--- config.mk ---
export PLATFORM = sky130hd
export DESIGN_NAME = pfcms_top
export DESIGN_NICKNAME = d
export VERILOG_FILES = /design/src/pkg/pfcms_pkg.sv /design/src/hdl/pfcms_top.sv /design/src/hdl/pfcms_timing.sv
export SDC_FILE = /design/constraint.sdc
export NUM_CORES = 1
export LEC_CHECK = 0
export ABC_AREA = 1
export BUFFER_PORTS_ARGS = -buffer_cell sky130_fd_sc_hd__buf_4
export CELL_PAD_IN_SITES_DETAIL_PLACEMENT = 0
export CELL_PAD_IN_SITES_GLOBAL_PLACEMENT = 1
export CORE_ASPECT_RATIO = 1.5
export CORE_MARGIN = 1
export CORE_UTILIZATION = 48
export DETAILED_ROUTE_END_ITERATION = 7
export PLACE_DENSITY = 0.92
export SETUP_SLACK_MARGIN = 0.2
export SLEW_MARGIN = 20
export SYNTH_ARGS = -nofsm -noshare
export SYNTH_HDL_FRONTEND = slang
export SYNTH_SLANG_ARGS = --single-unit
--- constraint.sdc ---
create_clock -name clk_in -period 77.5 [get_ports clk_in]
set_input_delay 0 -clock clk_in [delete_from_list [all_inputs] [get_ports clk_in]]
set_output_delay 0 -clock clk_in [all_outputs]
set_load 0.01 [all_outputs]
--- src/pkg/pfcms_pkg.sv ---
// pfcms_pkg: constants and types for the pfc mode sequencer
// assumes sense inputs arrive as unsigned 16-bit codes where full scale equals nominal * 2
package pfcms_pkg;
	// sense code width; code 16'h8000 means 100% of nominal
	localparam int                    SENSE_W       = 16;
	localparam logic [SENSE_W-1:0]    NOMINAL_CODE  = 16'h8000;
	// startup entry at 90% and exit at 100% of nominal link voltage
	localparam int                    STARTUP_PCT   = 90;
	localparam int                    EXIT_PCT      = 100;
	localparam logic [SENSE_W-1:0]    STARTUP_CODE  = SENSE_W'(32768 * STARTUP_PCT / 100);
	localparam logic [SENSE_W-1:0]    EXIT_CODE     = SENSE_W'(32768 * EXIT_PCT / 100);
	// burst below 5% of nominal power
	localparam int                    BURST_PCT     = 5;
	localparam logic [SENSE_W-1:0]    BURST_CODE    = SENSE_W'(32768 * BURST_PCT / 100);
	// efficiency assumed by the power estimate, in percent
	localparam int                    EFF_PCT       = 100;
	// clock and frequency caps
	localparam int                    CLK_KHZ       = 250000;
	localparam int                    FMAX_STD_KHZ  = 70;
	localparam int                    FMAX_HF_KHZ   = 100;
	// shortest period in cycles, rounded up so the cap is never exceeded
	localparam int                    TW            = 16;
	localparam logic [TW-1:0]         PMIN_STD      = TW'((CLK_KHZ + FMAX_STD_KHZ - 1) / FMAX_STD_KHZ);
	localparam logic [TW-1:0]         PMIN_HF       = TW'((CLK_KHZ + FMAX_HF_KHZ - 1) / FMAX_HF_KHZ);
	// on-time bounds in cycles
	localparam logic [TW-1:0]         TON_MIN       = 16'h0010;
	localparam logic [TW-1:0]         TON_MAX       = 16'h0c00;
	// operating modes
	typedef enum logic [1:0] {PFCMS_STARTUP, PFCMS_NORMAL, PFCMS_BURST} pfcms_mode_e;
endpackage : pfcms_pkg

--- src/hdl/pfcms_top.sv ---
// pfcms_top: operating mode and switching cycle sequencer of a digital pfc controller
// assumes sense codes come from adcs on another clock and zero-current from a comparator pin
// Behaviour
// startup below 90% link, normal at 100%
// power-up begins in startup mode
// startup on-time gives constant peak current
// startup off-time from conduction boundary
// startup runs critical conduction each cycle
// below 5% power, skip whole half-lines
// adapt frequency to line voltage
// cap frequency at 70 or 100 kHz; startup has no cap and restarts at the first valley
// discontinuous normally, quasi-critical near peak
// falling zcd starts a new cycle
// light load uses on-time modulation
// power estimate assumes full efficiency
// gate low when suppressed or off
`timescale 1ns/1ns
`default_nettype none
module pfcms_top (
	// clock and reset
	input  wire logic                          clk_in,
	input  wire logic                          rst_in,
	// variant strap
	input  wire logic                          hf_variant_in,
	// sense codes
	input  wire logic [pfcms_pkg::SENSE_W-1:0] line_in,
	input  wire logic [pfcms_pkg::SENSE_W-1:0] link_in,
	input  wire logic [pfcms_pkg::SENSE_W-1:0] output_power_in,
	input  wire logic                          half_line_start_in,
	input  wire logic                          zero_current_detect_in,
	// outputs
	output logic                               gate_drive_out,
	output logic [1:0]                         mode_out
);
	localparam int TW = pfcms_pkg::TW;
	localparam int SW = pfcms_pkg::SENSE_W;

	logic [SW-1:0]  line_s1_r, line_s2_r, line_s3_r, line_r;
	logic [SW-1:0]  link_s1_r, link_s2_r, link_s3_r, link_r;
	logic [SW-1:0]  pwr_s1_r, pwr_s2_r, pwr_s3_r, pwr_r;
	logic [2:0]     zc_s_r;
	logic [1:0]     hl_s_r;
	logic           hf_s1_r, hf_r;
	logic           zc_fall, hl_pulse;
	pfcms_pkg::pfcms_mode_e mode_r;
	logic           startup_r;
	logic           skip_r, burst_phase_r;
	logic [TW-1:0]  cnt_r, ton_r, pmin_r, ton_w, pmin_w;
	logic           on_r, gate_r;

	// two-stage synchronisers, plus a third word stage to compare each word with its last sample
	always_ff @(posedge clk_in or posedge rst_in) begin
		if (rst_in) begin
			line_s1_r <= '0;
			line_s2_r <= '0;
			line_s3_r <= '0;
			link_s1_r <= '0;
			link_s2_r <= '0;
			link_s3_r <= '0;
			pwr_s1_r  <= '0;
			pwr_s2_r  <= '0;
			pwr_s3_r  <= '0;
			zc_s_r    <= 3'h0;
			hl_s_r    <= 2'h0;
		end else begin
			line_s1_r <= line_in;
			line_s2_r <= line_s1_r;
			line_s3_r <= line_s2_r;
			link_s1_r <= link_in;
			link_s2_r <= link_s1_r;
			link_s3_r <= link_s2_r;
			pwr_s1_r  <= output_power_in;
			pwr_s2_r  <= pwr_s1_r;
			pwr_s3_r  <= pwr_s2_r;
			zc_s_r    <= {zc_s_r[1:0], zero_current_detect_in};
			hl_s_r    <= {hl_s_r[0], half_line_start_in};
		end
	end

	// a word is taken only when two samples in a row agree, so a code caught mid-change is dropped
	always_ff @(posedge clk_in or posedge rst_in) begin
		if (rst_in) begin
			line_r <= '0;
			link_r <= '0;
			pwr_r  <= '0;
		end else begin
			if (line_s2_r == line_s3_r)
				line_r <= line_s2_r;
			if (link_s2_r == link_s3_r)
				link_r <= link_s2_r;
			if (pwr_s2_r == pwr_s3_r)
				pwr_r <= pwr_s2_r;
		end
	end

	logic hl_d_r;
	always_ff @(posedge clk_in or posedge rst_in) begin
		if (rst_in)
			hl_d_r <= 1'b0;
		else
			hl_d_r <= hl_s_r[1];
	end

	assign zc_fall = zc_s_r[2] & ~zc_s_r[1];
	assign hl_pulse = hl_s_r[1] & ~hl_d_r;

	// strap is a pin, so it passes two flops like the others
	always_ff @(posedge clk_in or posedge rst_in) begin
		if (rst_in) begin
			hf_s1_r <= 1'b0;
			hf_r    <= 1'b0;
		end else begin
			hf_s1_r <= hf_variant_in;
			hf_r    <= hf_s1_r;
		end
	end

	// startup hysteresis: enter below 90%, leave at 100%
	always_ff @(posedge clk_in or posedge rst_in) begin
		if (rst_in)
			startup_r <= 1'b1;
		else if (link_r < pfcms_pkg::STARTUP_CODE)
			startup_r <= 1'b1;
		else if (link_r >= pfcms_pkg::EXIT_CODE)
			startup_r <= 1'b0;
	end

	// burst skip decided at each half-line start, alternating whole half-lines
	always_ff @(posedge clk_in or posedge rst_in) begin
		if (rst_in) begin
			skip_r        <= 1'b0;
			burst_phase_r <= 1'b0;
		end else if (hl_pulse) begin
			if (!startup_r && pwr_r < pfcms_pkg::BURST_CODE) begin
				burst_phase_r <= ~burst_phase_r;
				skip_r        <= ~burst_phase_r;
			end else begin
				burst_phase_r <= 1'b0;
				skip_r        <= 1'b0;
			end
		end
	end

	// mode register
	always_ff @(posedge clk_in or posedge rst_in) begin
		if (rst_in)
			mode_r <= pfcms_pkg::PFCMS_STARTUP;
		else if (startup_r)
			mode_r <= pfcms_pkg::PFCMS_STARTUP;
		else if (pwr_r < pfcms_pkg::BURST_CODE)
			mode_r <= pfcms_pkg::PFCMS_BURST;
		else
			mode_r <= pfcms_pkg::PFCMS_NORMAL;
	end

	pfcms_timing u_timing (
		.mode_in        (mode_r),
		.hf_variant_in  (hf_r),
		.line_in        (line_r),
		.link_in        (link_r),
		.power_in       (pwr_r),
		.ton_out        (ton_w),
		.period_min_out (pmin_w)
	);

	// switching cycle: on phase for ton, then off until zero-current fall and, outside startup, period floor met
	always_ff @(posedge clk_in or posedge rst_in) begin
		if (rst_in) begin
			cnt_r  <= '0;
			ton_r  <= pfcms_pkg::TON_MIN;
			pmin_r <= pfcms_pkg::PMIN_STD;
			on_r   <= 1'b0;
		end else if (skip_r) begin
			on_r  <= 1'b0;
			cnt_r <= pmin_r;
		end else if (on_r) begin
			cnt_r <= cnt_r + TW'(1);
			if (cnt_r + TW'(1) >= ton_r)
				on_r <= 1'b0;
		end else begin
			if (cnt_r != '1)
				cnt_r <= cnt_r + TW'(1);
			// startup restarts at first valley (critical); otherwise wait for floor
			if (zc_fall && (startup_r || cnt_r >= pmin_r)) begin
				on_r   <= 1'b1;
				cnt_r  <= '0;
				ton_r  <= ton_w;
				pmin_r <= startup_r ? pfcms_pkg::PMIN_STD : pmin_w;
			end
		end
	end

	// registered outputs
	always_ff @(posedge clk_in or posedge rst_in) begin
		if (rst_in) begin
			gate_r <= 1'b0;
		end else begin
			gate_r <= on_r & ~skip_r;
		end
	end

	assign gate_drive_out = gate_r;
	assign mode_out       = mode_r;

	// checks
	gate_low_skip_a: assert property (@(posedge clk_in) disable iff (rst_in)
		$past(skip_r) |-> !gate_drive_out) else $error("gate high in burst skip");
	startup_enter_a: assert property (@(posedge clk_in) disable iff (rst_in)
		link_r < pfcms_pkg::STARTUP_CODE |=> startup_r) else $error("startup not entered");
	startup_exit_a: assert property (@(posedge clk_in) disable iff (rst_in)
		link_r >= pfcms_pkg::EXIT_CODE |=> !startup_r) else $error("startup not left");
	cycle_start_a: assert property (@(posedge clk_in) disable iff (rst_in)
		$rose(on_r) |-> $past(zc_fall)) else $error("cycle without zero-current fall");
	ton_len_a: assert property (@(posedge clk_in) disable iff (rst_in)
		on_r |-> cnt_r < ton_r) else $error("on-time overrun");
	period_cap_a: assert property (@(posedge clk_in) disable iff (rst_in)
		$rose(on_r) && !$past(startup_r) |-> $past(cnt_r) >= $past(pmin_r)) else $error("freq cap");
	burst_mode_a: assert property (@(posedge clk_in) disable iff (rst_in)
		!startup_r && pwr_r < pfcms_pkg::BURST_CODE |=> mode_r == pfcms_pkg::PFCMS_BURST)
		else $error("burst mode not selected");
	gate_follow_a: assert property (@(posedge clk_in) disable iff (rst_in)
		gate_drive_out |-> $past(on_r)) else $error("gate without on phase");

	cover_startup_c: cover property (@(posedge clk_in) disable iff (rst_in) $fell(startup_r));
	cover_burst_c: cover property (@(posedge clk_in) disable iff (rst_in) $rose(skip_r));
	cover_cycle_c: cover property (@(posedge clk_in) disable iff (rst_in) $fell(gate_drive_out));
endmodule : pfcms_top
`default_nettype wire

--- src/hdl/pfcms_timing.sv ---
// pfcms_timing: computes on-time and minimum period for one switching cycle
// assumes inputs are stable codes sampled by the sequencer
`timescale 1ns/1ns
`default_nettype none
module pfcms_timing (
	// mode and variant
	input  wire logic [1:0]                   mode_in,
	input  wire logic                         hf_variant_in,
	// sense values
	input  wire logic [pfcms_pkg::SENSE_W-1:0] line_in,
	input  wire logic [pfcms_pkg::SENSE_W-1:0] link_in,
	input  wire logic [pfcms_pkg::SENSE_W-1:0] power_in,
	// results
	output logic      [pfcms_pkg::TW-1:0]      ton_out,
	output logic      [pfcms_pkg::TW-1:0]      period_min_out
);
	localparam int TW = pfcms_pkg::TW;

	logic [47:0] prod;
	logic [31:0] ratio;
	logic [pfcms_pkg::TW-1:0] pcap;

	// clamp helper for on-time
	function automatic logic [pfcms_pkg::TW-1:0] clamp_ton(input logic [31:0] v);
		if (v < 32'(pfcms_pkg::TON_MIN))
			return pfcms_pkg::TON_MIN;
		else if (v > 32'(pfcms_pkg::TON_MAX))
			return pfcms_pkg::TON_MAX;
		else
			return v[pfcms_pkg::TW-1:0];
	endfunction : clamp_ton

	// on-time: startup fixed peak current gives ton ~ 1/line; otherwise power-modulated
	always_comb begin
		// 48 bits: full-scale power times the on-time ceiling times 100 overflows 32
		prod = 48'(pfcms_pkg::TON_MAX) * 48'(power_in) * 48'(pfcms_pkg::EFF_PCT) / 48'd100;
		ratio = 32'd0;
		if (mode_in == 2'(pfcms_pkg::PFCMS_STARTUP)) begin
			ratio = (32'(pfcms_pkg::TON_MIN) << 15) / (32'(line_in) + 32'd1);
			ton_out = clamp_ton(ratio << 4);
		end else begin
			ton_out = clamp_ton(32'(prod >> 15));
		end
	end

	// period floor: frequency cap, stretched near low line for trough-to-peak variation
	always_comb begin
		pcap = hf_variant_in ? pfcms_pkg::PMIN_HF : pfcms_pkg::PMIN_STD;
		// boundary off-time: toff = ton*vin/(vlink-vin) kept via zero-current edge; floor grows at trough
		if (link_in > line_in)
			period_min_out = pcap + TW'({1'b0, ~line_in[15:1]} >> 4);
		else
			period_min_out = pcap;
	end

endmodule : pfcms_timing
`default_nettype wire

* Word-level counts from Yosys, hierarchy flattened
Index checks and enable logic that the tools add are counted.
** Cells by class
- Equality and inequality tests :: 4
- Muxes and demuxes :: 21
- Multipliers :: 2
- Order comparisons :: 10
- Add/subtract/negate cells :: 3
- Div/mod/pow operators :: 2
- Bitwise gates (word level) :: 8
- Reduce and logical (&&, ||, !) cells :: 8
** Operator list (number)
- $mux 16 :: 11
- $gt 32x12->1 const B :: 2
- $lt 32x5->1 const B :: 2
- $div 35x7->48 const B :: 1
- $eq 16x16->1 :: 3
- $div 20x32->32 const A :: 1
- $ge 16x16->1 :: 2
- $mul 18x5->23 const B :: 1
- $mul 2x16->18 const A :: 1
- $add 16x1->17 const B :: 1
- $add 16x1->16 const B :: 1
- $add 16x11->16 :: 1
- $ge 16x16->1 const B :: 1
- $gt 16x16->1 :: 1
- $lt 16x11->1 const B :: 1
- $lt 16x15->1 const B :: 1
- $ne 16x16->1 const B :: 1
- $not 15->15 :: 1
- $mux 11 :: 1
- $mux 1 :: 7
- $mux 2 :: 2
- $not 1->1 :: 4
- $reduce_bool 4->1 :: 1
- $and 1x1->1 :: 3
- 6 further kinds :: 7
** Word-level totals
- Input port bits :: 53
- Bits in registers :: 254
- Logic and storage cells :: 83

* Logic depth before layout (Yosys ltp)
Gate-level depths: netlist of the first run.
- Depth after elaboration :: 7
- Mapped depth :: 516
- Depth with buffers taken out :: 477

* Cells and area by module
A second synthesis of the first run with hierarchy kept.
** Second synthesis, totals
- Cell total of the unflattened synthesis :: 6232
- Area, all modules :: 41593.6 um^2
** By module, submodules not included
- pfcms_timing :: area each 31958.2 um^2, cells each 5405, times used 1
- pfcms_top :: area each 9635.5 um^2, cells each 827, times used 1

* Worst setup path before layout of the first run
Ideal clock, no wire load.
- Path type :: reg-to-reg
- From :: reg line_r[0]
- To :: reg ton_r[5]
- Data arrival time :: 68.736 ns
- Stages on the path, launching flop included :: 490
- Buffers on the path :: 47
- Slack :: 8.687 ns
- Clock period less this slack :: 68.813 ns
- Setup time :: 0.077 ns
- Cells stage by stage :: dfrtp_1 -> ha_1 -> nand2_1 -> nor2_1 -> nand2_1 -> xor2_1 -> inv_1 -> nor2_2 -> nand2_4 -> nor2_4 -> inv_4 -> nor4_1 -> ha_1 -> xnor2_1 -> nor2_2 -> ha_1 -> o21ai_0 -> a21oi_1 -> (+454 left out) -> nor2_2 -> nand2_4 -> buf_4 -> clkbuf_1 -> nand2_1 -> o21ai_0 -> inv_1 -> ha_1 -> a21oi_1 -> nor2_1 -> a211oi_1 -> o221a_2 -> nand2_1 -> nand2_1 -> nand3_2 -> nand2_2 -> nand4_1 -> a21oi_1
** Between the ends
- Longest elaborated chain between the ends :: 6
- Elaborated cells between the ends (all ways) :: 7
** RTL lines
- start: declaration :: line pfcms_top.sv:38 : logic [SW-1:0] line_s1_r, line_s2_r, line_s3_r, line_r;
- start signal: assignment :: line pfcms_top.sv:88 : line_r <= line_s2_r;
- $add 16x1->17 * :: line pfcms_timing.sv:39 : ratio = (32'(pfcms_pkg::TON_MIN) << 15) / (32'(line_in) + 32'd1);
- $div 20x32->32 * :: line pfcms_timing.sv:39
- $gt 32x12->1 :: line pfcms_timing.sv:27 : else if (v > 32'(pfcms_pkg::TON_MAX))
- $mux 16 :: line pfcms_timing.sv:27
- $mux 16 * :: line pfcms_timing.sv:25 : if (v < 32'(pfcms_pkg::TON_MIN))
- $mux 16 * :: line pfcms_timing.sv:38 : if (mode_in == 2'(pfcms_pkg::PFCMS_STARTUP)) begin
- end signal: assignment :: line pfcms_top.sv:170 : ton_r <= pfcms_pkg::TON_MIN;
- end signal: assignment :: line pfcms_top.sv:187 : ton_r <= ton_w;
- end: declaration :: line pfcms_top.sv:48 : logic [TW-1:0] cnt_r, ton_r, pmin_r, ton_w, pmin_w;
Mark *: on every way between the ends. The rest lies on a longest branch, timed or not.
A chain may end at the register's enable or synchronous reset.

* Worst setup path after layout of the first run
- From :: reg line_r[0]
- To :: reg ton_r[9]
The elaborated chain is that of the path after synthesis.

==> impl_metrics.env, run 1 <==
export IMPL_status="complete, no violations"
export IMPL_worstSetupPathType="reg -> reg"
export IMPL_port_buffers=55
export IMPL_worst_skew_pair_late_latency_ns=0.56
export IMPL_final_hold_violation_count=0
export IMPL_drtAntennaViolNets=0
export IMPL_netlist_area_mm2=0.04096
export IMPL_fp_dieArea_mm2=0.08653
export IMPL_cts_htree_levels=1
export IMPL_tritoncts="yes"
export IMPL_fp_dieW_um=240.5
export IMPL_rsz0062_at_grt="no"
export IMPL_area_growth_syn_to_layout_pct=8.651
export IMPL_routed_via_density=5.539
export IMPL_finalMaxSlewViolations=0
export IMPL_synth_ff_latch_count=251
export IMPL_postLayoutCoreUtil=0.5292
export IMPL_period_needed_ns=70.48
export IMPL_number_of_warnings_reported_in_the_yosys_synthesis_log=0
export IMPL_worstHoldStart="link_in[0]"
export IMPL_post_layout_nonfiller_instances=7511
export IMPL_post_synth_cell_area_avg_um2=6.560
export IMPL_antenna_found_initial=0
export IMPL_grt_pass1_wl_um=200300
export IMPL_worst_path_max_fanout=44
export IMPL_r2r_cells=458
export IMPL_cts_sink_cnt=251
export IMPL_grt_pass1_vias=40760
export IMPL_grt_remaining_overflow=0
export IMPL_hold_path_end="link_s1_r[0]"
export IMPL_critical_path_required_ns=77.98
export IMPL_seq_area_frac_synth=0.1537
export IMPL_hold_path_depth=2
export IMPL_routabilityCongestion=0.9825
export IMPL_cap_viol_max_count=0
export IMPL_i_o_pin_count=56
export IMPL_floorplan_die_height_um=359.8
export IMPL_synthesized_netlist_net_count=6825
export IMPL_clockRootBuffer="sky130_fd_sc_hd__clkbuf_16"
export IMPL_report_final_setup_viol=0
export IMPL_synth_main_ff_cell="sky130_fd_sc_hd__dfrtp_1"
export IMPL_route_vias_total=41600
export IMPL_clk_pin_slew_ns=0.07
export IMPL_synth_async_sr_flop_share=1.000
export IMPL_r2r_slack_ns=7.02
export IMPL_global_route_usage_total=0.2847
export IMPL_setup_worst_path_end_class="flip-flop"
export IMPL_maximum_number_of_pins_on_one_net_before_global_route_repair=119
export IMPL_worstReg2RegEnd="ton_r[9]"
export IMPL_routed_wire_length_per_instance_um=16.78
export IMPL_critical_path_reg2reg_startpoint="line_r[0]"
export IMPL_floorplan_initialDensity=0.4871
export IMPL_hold_removal_path_class="in -> reg"
export IMPL_cts_max_path_buffers=3
export IMPL_synth_edf_count=0
export IMPL_setup_worst_path_start="line_r[0]"
export IMPL_post_route_cells_drive_above_1_share=0.09440
export IMPL_netlist_instances=6244
export IMPL_element_type_at_the_critical_path_start="flip-flop"
export IMPL_slew_worst_pin_ns=0.9816
export IMPL_min_period_over_period=0.9094
export IMPL_fp_coreArea_mm2=0.08409
export IMPL_max_freq_mhz=14.19
export IMPL_hold_slack_ns=0.08648
export IMPL_fin_worst_skew_ns=0.02487
export IMPL_max_stage_delay_ns=0.50
export IMPL_worst_endpoint_arrival_ns=70.95
export IMPL_cell_occurring_most_often_along_the_worst_timing_path="sky130_fd_sc_hd__nand2_1"
export IMPL_drt_initial_drc_count=2462
export IMPL_detail_route_drc_violations=0
export IMPL_drt_pass1_iter_count=6
export IMPL_num_rows=130
export IMPL_hpwl_um=99210
export IMPL_finalNetCount=6953
export IMPL_cts_buffers_inserted=24
export IMPL_critPathSlowestCell="sky130_fd_sc_hd__dfrtp_4"
export IMPL_yosysUniqueCellTypes=83
export IMPL_placedCellCount=7353
export IMPL_max_slew_margin_rel=0.3402
export IMPL_finalWirelength_um=126000
-- critical path, delay by kind of cell, from the launching register on --
family | cells | cell delay, ns
AOI/OAI and AO/OA | 176 | 29.78
adders and majority gates | 32 | 10.46
buffers and inverters | 56 | 5.77
DFF | 1 | 0.50
muxes | 1 | 0.23
and+or+nand+nor | 193 | 23.47
-- worst max path at each step --
stage | slack [ns] | end
CTS | 0.23 | ton_r[8]
floorplan | 8.69 | ton_r[5]
finish | 7.02 | ton_r[9]
global placement | 1.76 | ton_r[6]
detailed placement | -0.65 | ton_r[5]
global route | 0.21 | ton_r[5]
-- final cells by class --
| cell class | count | area [um^2] |
|---|---|---|
| fill | 8470 | 39590 |
| multi-input combinational | 4973 | 30780 |
| sequential | 251 | 6299 |
| inverter | 927 | 3555 |
| timing repair buffer | 192 | 1612 |
| tap | 1122 | 1404 |
| clock buffer | 27 | 621.8 |
| clock inverter | 15 | 207.7 |
| timing repair inverter | 3 | 17.52 |
| antenna | 1 | 2.502 |
-- repair_timing --
| action | in CTS | in global routing |
|---|---|---|
| buffers inserted | 0 | 51 |
| gates resized for setup | 4 | 80 |
| hold endpoints to repair | 158 | 0 |
| endpoints found under the setup margin | 6 | 6 |
| pin swaps | 1 | 12 |
| cloned | 1 | 11 |
| hold buffers | 52 | 0 |
-- logic make-up after synthesis --
logic type | synth area share
compound gates | 0.1685
buf+inv | 0.1021
fa+ha+maj | 0.1637
simple gates | 0.3101
flops | 0.1537
mux | 0.006935
xor+xnor | 0.09494
-- placed cells by master (no fill, tap or decap), types with 22 or more instances in the layout --
| cell type | count |
|---|---|
| sky130_fd_sc_hd__dlygate4sd3_1 | 52 |
| sky130_fd_sc_hd__nor3_1 | 50 |
| sky130_fd_sc_hd__o21ai_1 | 80 |
| sky130_fd_sc_hd__buf_4 | 135 |
| sky130_fd_sc_hd__o21ai_0 | 352 |
| sky130_fd_sc_hd__o211ai_1 | 39 |
| sky130_fd_sc_hd__a21o_1 | 25 |
| sky130_fd_sc_hd__nand3_1 | 357 |
| sky130_fd_sc_hd__nand2_4 | 39 |
| sky130_fd_sc_hd__dfrtp_1 | 239 |
| sky130_fd_sc_hd__inv_1 | 862 |
| sky130_fd_sc_hd__a31oi_1 | 34 |
| sky130_fd_sc_hd__xnor2_1 | 223 |
| sky130_fd_sc_hd__nor2_2 | 46 |
| sky130_fd_sc_hd__nand4_1 | 126 |
| sky130_fd_sc_hd__nor2_1 | 509 |
| sky130_fd_sc_hd__ha_1 | 515 |
| sky130_fd_sc_hd__nand2_1 | 1356 |
| sky130_fd_sc_hd__or2_2 | 51 |
| sky130_fd_sc_hd__clkbuf_16 | 24 |
| sky130_fd_sc_hd__inv_2 | 39 |
| sky130_fd_sc_hd__a21oi_1 | 498 |
| sky130_fd_sc_hd__xor2_1 | 220 |
| sky130_fd_sc_hd__nor2_4 | 22 |
| sky130_fd_sc_hd__nand3_2 | 50 |
| sky130_fd_sc_hd__nand2_2 | 64 |
| sky130_fd_sc_hd__o21a_1 | 29 |
| sky130_fd_sc_hd__o21bai_1 | 44 |
-- Yosys cell counts, drive strengths merged, types with 2 or more instances --
| cell type | instances | area share |
|---|---|---|
| nand2 | 1463 | 0.15 |
| inv | 914 | 0.084 |
| nor2 | 580 | 0.062 |
| ha | 515 | 0.16 |
| a21oi | 505 | 0.062 |
| o21ai | 443 | 0.055 |
| nand3 | 416 | 0.060 |
| dfrtp | 241 | 0.15 |
| xnor2 | 223 | 0.048 |
| xor2 | 221 | 0.047 |
| nand4 | 129 | 0.020 |
| clkbuf | 57 | 0.0053 |
| nor3 | 52 | 0.0066 |
| or2 | 52 | 0.0079 |
| o21bai | 46 | 0.0085 |
| buf | 45 | 0.011 |
| o211ai | 39 | 0.0071 |
| a31oi | 36 | 0.0058 |
| o21a | 29 | 0.0053 |
| a21o | 25 | 0.0046 |
| nor4 | 20 | 0.0031 |
| o31ai | 20 | 0.0037 |
| mux2 | 19 | 0.0052 |
| o221ai | 18 | 0.0038 |
| nand3b | 14 | 0.0026 |
| fa | 13 | 0.0064 |
| clkinv | 12 | 0.0011 |
| a211oi | 11 | 0.0020 |
| a221o | 10 | 0.0024 |
| dfstp | 10 | 0.0064 |
| a221oi | 9 | 0.0019 |
| and2 | 7 | 0.0011 |
| mux2i | 7 | 0.0017 |
| o2111ai | 7 | 0.0015 |
| o22ai | 7 | 0.0011 |
| a21boi | 5 | 0.00092 |
| or4 | 3 | 0.00055 |
| a22oi | 2 | 0.00037 |
| and3 | 2 | 0.00043 |
| nor2b | 2 | 0.00031 |
| o311ai | 2 | 0.00043 |
-- through the flow --
stage	worst slack, ns	instance area [um^2]	TNS (ns)
6_report	7.024	44500	0
4_1_cts	0.2289	43780	0
5_1_grt	0.2116	44500	0
3_5_place_dp	-0.6452	42410	-3.710
2_1_floorplan	8.687	40960	0
3_3_place_gp	1.756	42410	0
-- metal layers --
| metal | track usage | wire length, um |
|---|---|---|
| met2 | 0.5362 | 64640 |
| met4 | 0.1475 | 7124 |
| met3 | 0.01848 | 4786 |
| met1 | 0.3141 | 49500 |
| met5 | 0 | 0 |
Power of run 1 is not shown: default switching activity piles up to over one toggle a cycle in this logic, so the estimate is an artifact.
==> run 2: changes to the inputs <==
--- a/config.mk
+++ b/config.mk
@@ -18,4 +18,5 @@
 export SLEW_MARGIN = 20
 export SYNTH_ARGS = -nofsm -noshare
 export SYNTH_HDL_FRONTEND = slang
+export SYNTH_HIERARCHICAL = 1
 export SYNTH_SLANG_ARGS = --single-unit
==> constraint.sdc (replaced) <==
create_clock -name clk_in -period 77.5 [get_ports clk_in]
set_input_delay 15.5 -clock clk_in [delete_from_list [all_inputs] [get_ports clk_in]]
set_output_delay 15.5 -clock clk_in [all_outputs]
set_load 0.01 [all_outputs]
==> impl_metrics.env, run 2 <==
export IMPL_status="complete, no violations"
export IMPL_i_o_pin_count=56
export IMPL_routabilityCongestion=0.9819
export IMPL_post_route_cells_drive_above_1_share=0.1017
export IMPL_global_route_usage_total=0.2757
export IMPL_max_freq_mhz=14.18
export IMPL_drtAntennaViolNets=0
export IMPL_area_growth_syn_to_layout_pct=5.932
export IMPL_finalWirelength_um=125300
export IMPL_dpl_instance_area_mm2=0.04281
export IMPL_hold_buffers=0
export IMPL_route_vias_total=40850
export IMPL_cts_max_path_buffers=3
export IMPL_min_period_over_period=0.9100
export IMPL_n_antenna_cell=0
export IMPL_use_met3=0.02032
export IMPL_synth_top_cell_area_share=0.1531
export IMPL_synth_async_sr_flop_share=1.000
export IMPL_global_route_peak_usage_layer="met2"
export IMPL_synth_most_common_cell="sky130_fd_sc_hd__nand2_1"
export IMPL_clockRootBuffer="sky130_fd_sc_hd__clkbuf_16"
export IMPL_final_hold_violation_count=0
export IMPL_maximum_number_of_pins_on_one_net_before_global_route_repair=114
export IMPL_mostFrequentLayoutCell="sky130_fd_sc_hd__nand2_1"
export IMPL_postLayoutCoreUtil=0.5160
export IMPL_critPathSlowestCell="sky130_fd_sc_hd__o21ai_0"
export IMPL_fp_dieW_um=242.4
export IMPL_fin_worst_skew_ns=0.02302
export IMPL_grt_util_met1=0.2842
export IMPL_cts_htree_levels=1
export IMPL_drt_pass1_iter_count=6
export IMPL_layout_area_seq_mm2=0.006374
export IMPL_globalRouteMet2Util=0.5366
export IMPL_max_slew_margin_rel=0.4194
export IMPL_cell_occurring_most_often_along_the_worst_timing_path="sky130_fd_sc_hd__nand2_1"
export IMPL_hpwl_um=98630
export IMPL_layout_cells_most_common_list="sky130_fd_sc_hd__nand2_1, sky130_fd_sc_hd__inv_1, sky130_fd_sc_hd__ha_1"
export IMPL_synth_main_ff_cell="sky130_fd_sc_hd__dfrtp_1"
export IMPL_drt_initial_drc_count=2180
export IMPL_cap_viol_max_count=0
export IMPL_floorplan_die_height_um=362.5
export IMPL_fillers=8549
export IMPL_finalNetCount=6840
export IMPL_port_buffers=55
export IMPL_detail_route_drc_violations=0
export IMPL_grt_pass1_wl_um=197500
export IMPL_hold_removal_path_class="reg -> reg"
export IMPL_synth_top_cells_by_count="sky130_fd_sc_hd__nand2_1, sky130_fd_sc_hd__inv_1, sky130_fd_sc_hd__ha_1"
export IMPL_synth_edf_count=0
export IMPL_fp_coreArea_mm2=0.08540
export IMPL_cts_sink_cnt=254
export IMPL_worst_path_max_fanout=39
export IMPL_ys_top_cells_by_area="sky130_fd_sc_hd__ha_1, sky130_fd_sc_hd__dfrtp_1, sky130_fd_sc_hd__nand2_1"
export IMPL_cts_buffers_inserted=23
export IMPL_worst_endpoint_arrival_ns=70.97
export IMPL_post_synth_cell_area_avg_um2=6.674
export IMPL_max_stage_delay_ns=0.48
export IMPL_rsz0062_at_grt="no"
export IMPL_report_final_setup_viol=0
export IMPL_post_layout_nonfiller_instances=7411
export IMPL_element_type_at_the_critical_path_start="flip-flop"
export IMPL_multi_input_gate_area_mm2=0.03136
export IMPL_slew_worst_pin_ns=0.8617
export IMPL_period_needed_ns=70.52
export IMPL_seq_area_frac_synth=0.1531
export IMPL_cell_type_with_the_highest_aggregate_area_in_the_netlist="sky130_fd_sc_hd__ha_1"
export IMPL_synth_ff_latch_count=254
export IMPL_setup_total_negative_slack_ns=0
export IMPL_worstSetupPathType="reg -> reg"
export IMPL_clk_pin_slew_ns=0.07
export IMPL_antenna_found_initial=0
export IMPL_netlist_instances=6232
export IMPL_routed_via_density=5.513
export IMPL_placedCellCount=7337
export IMPL_critical_path_required_ns=77.95
export IMPL_yosysUniqueCellTypes=85
export IMPL_finalMaxSlewViolations=0
export IMPL_netlist_area_mm2=0.04159
export IMPL_setup_worst_path_end_class="flip-flop"
export IMPL_floorplan_initialDensity=0.4871
export IMPL_routed_wire_length_per_instance_um=16.90
export IMPL_num_rows=131
export IMPL_tritoncts="yes"
export IMPL_grt_remaining_overflow=0
export IMPL_grt_pass1_vias=39790
export IMPL_number_of_warnings_reported_in_the_yosys_synthesis_log=6
export IMPL_worst_skew_pair_late_latency_ns=0.54
export IMPL_fp_dieArea_mm2=0.08786
export IMPL_post_route_cell_area_mm2=0.04406
run 2: layout make-up:
class                      instances  share of cell area
multi-input combinational       5018              0.7118
sequential                       254              0.1447
inverter                         862             0.07508
tap                             1130             0.03209
timing repair buffer             105             0.01886
clock buffer                      29             0.01426
clock inverter                    12            0.003152
timing repair inverter             1           0.0001136
run 2: path summary, 6_finish.rpt:
path / cells after the start / start / to / slack [ns]
setup / recovery: 463 / line_r[1] / ton_r[5] / 6.98
hold / removal: 0 / pwr_s1_r[13] / pwr_s2_r[13] / 0.34
setup reg to reg: 463 / line_r[1] / ton_r[5] / 6.98
hold reg to reg: 0 / pwr_s1_r[13] / pwr_s2_r[13] / 0.34
max in group asynchronous: 3 / rst_in / line_r[0] / 61.07
min in group asynchronous: 2 / rst_in / gate_drive_out / 15.06
run 2: worst max-delay path, delay by kind of cell, from the launching register on:
| kind | cells | cell delay, ns |
|---|---|---|
| compound gates | 171 | 28.72 |
| xor+xnor | 1 | 0.13 |
| fa+ha+maj | 31 | 10.37 |
| buf+inv | 56 | 5.98 |
| flops | 1 | 0.44 |
| mux | 1 | 0.22 |
| simple gates | 203 | 24.22 |
run 2: what timing repair did:
action | CTS | global route
setup buffers | 0 | 22
gates resized for setup | 0 | 79
hold endpoints to repair | 0 | 0
endpoints found under the setup margin | 0 | 6
run 2: metrics by stage:
| stage | worst slack, ns | hold slack (ns) |
|---|---|---|
| after floorplan | 9.816 | 0.3312 |
| after global placement | 3.021 | 0.3319 |
| after detailed placement | 1.015 | 0.3347 |
| after CTS | 0.7660 | 0.3476 |
| after global routing | 0.2051 | 0.3538 |
| final | 6.979 | 0.3447 |
run 2: layer usage:
metal / wire length (um) / share of wire
met1: 46530 / 0.37
met2: 65600 / 0.52
met3: 4524 / 0.036
met4: 8607 / 0.069
met5: 0 / 0
run 2: cells by family after synthesis:
logic type,count (synthesis),synth area share
adder cells (fa/ha/maj),522,0.1594
other,1,0.00009016
XOR/XNOR,462,0.09783
multiplexers,3,0.0007220
flip-flops,254,0.1531
AO/OA/AOI/OAI,1174,0.1568
AND/OR/NAND/NOR,2840,0.3323
buffers and inverters,976,0.09978
Power of run 2 is left out for the same reason.
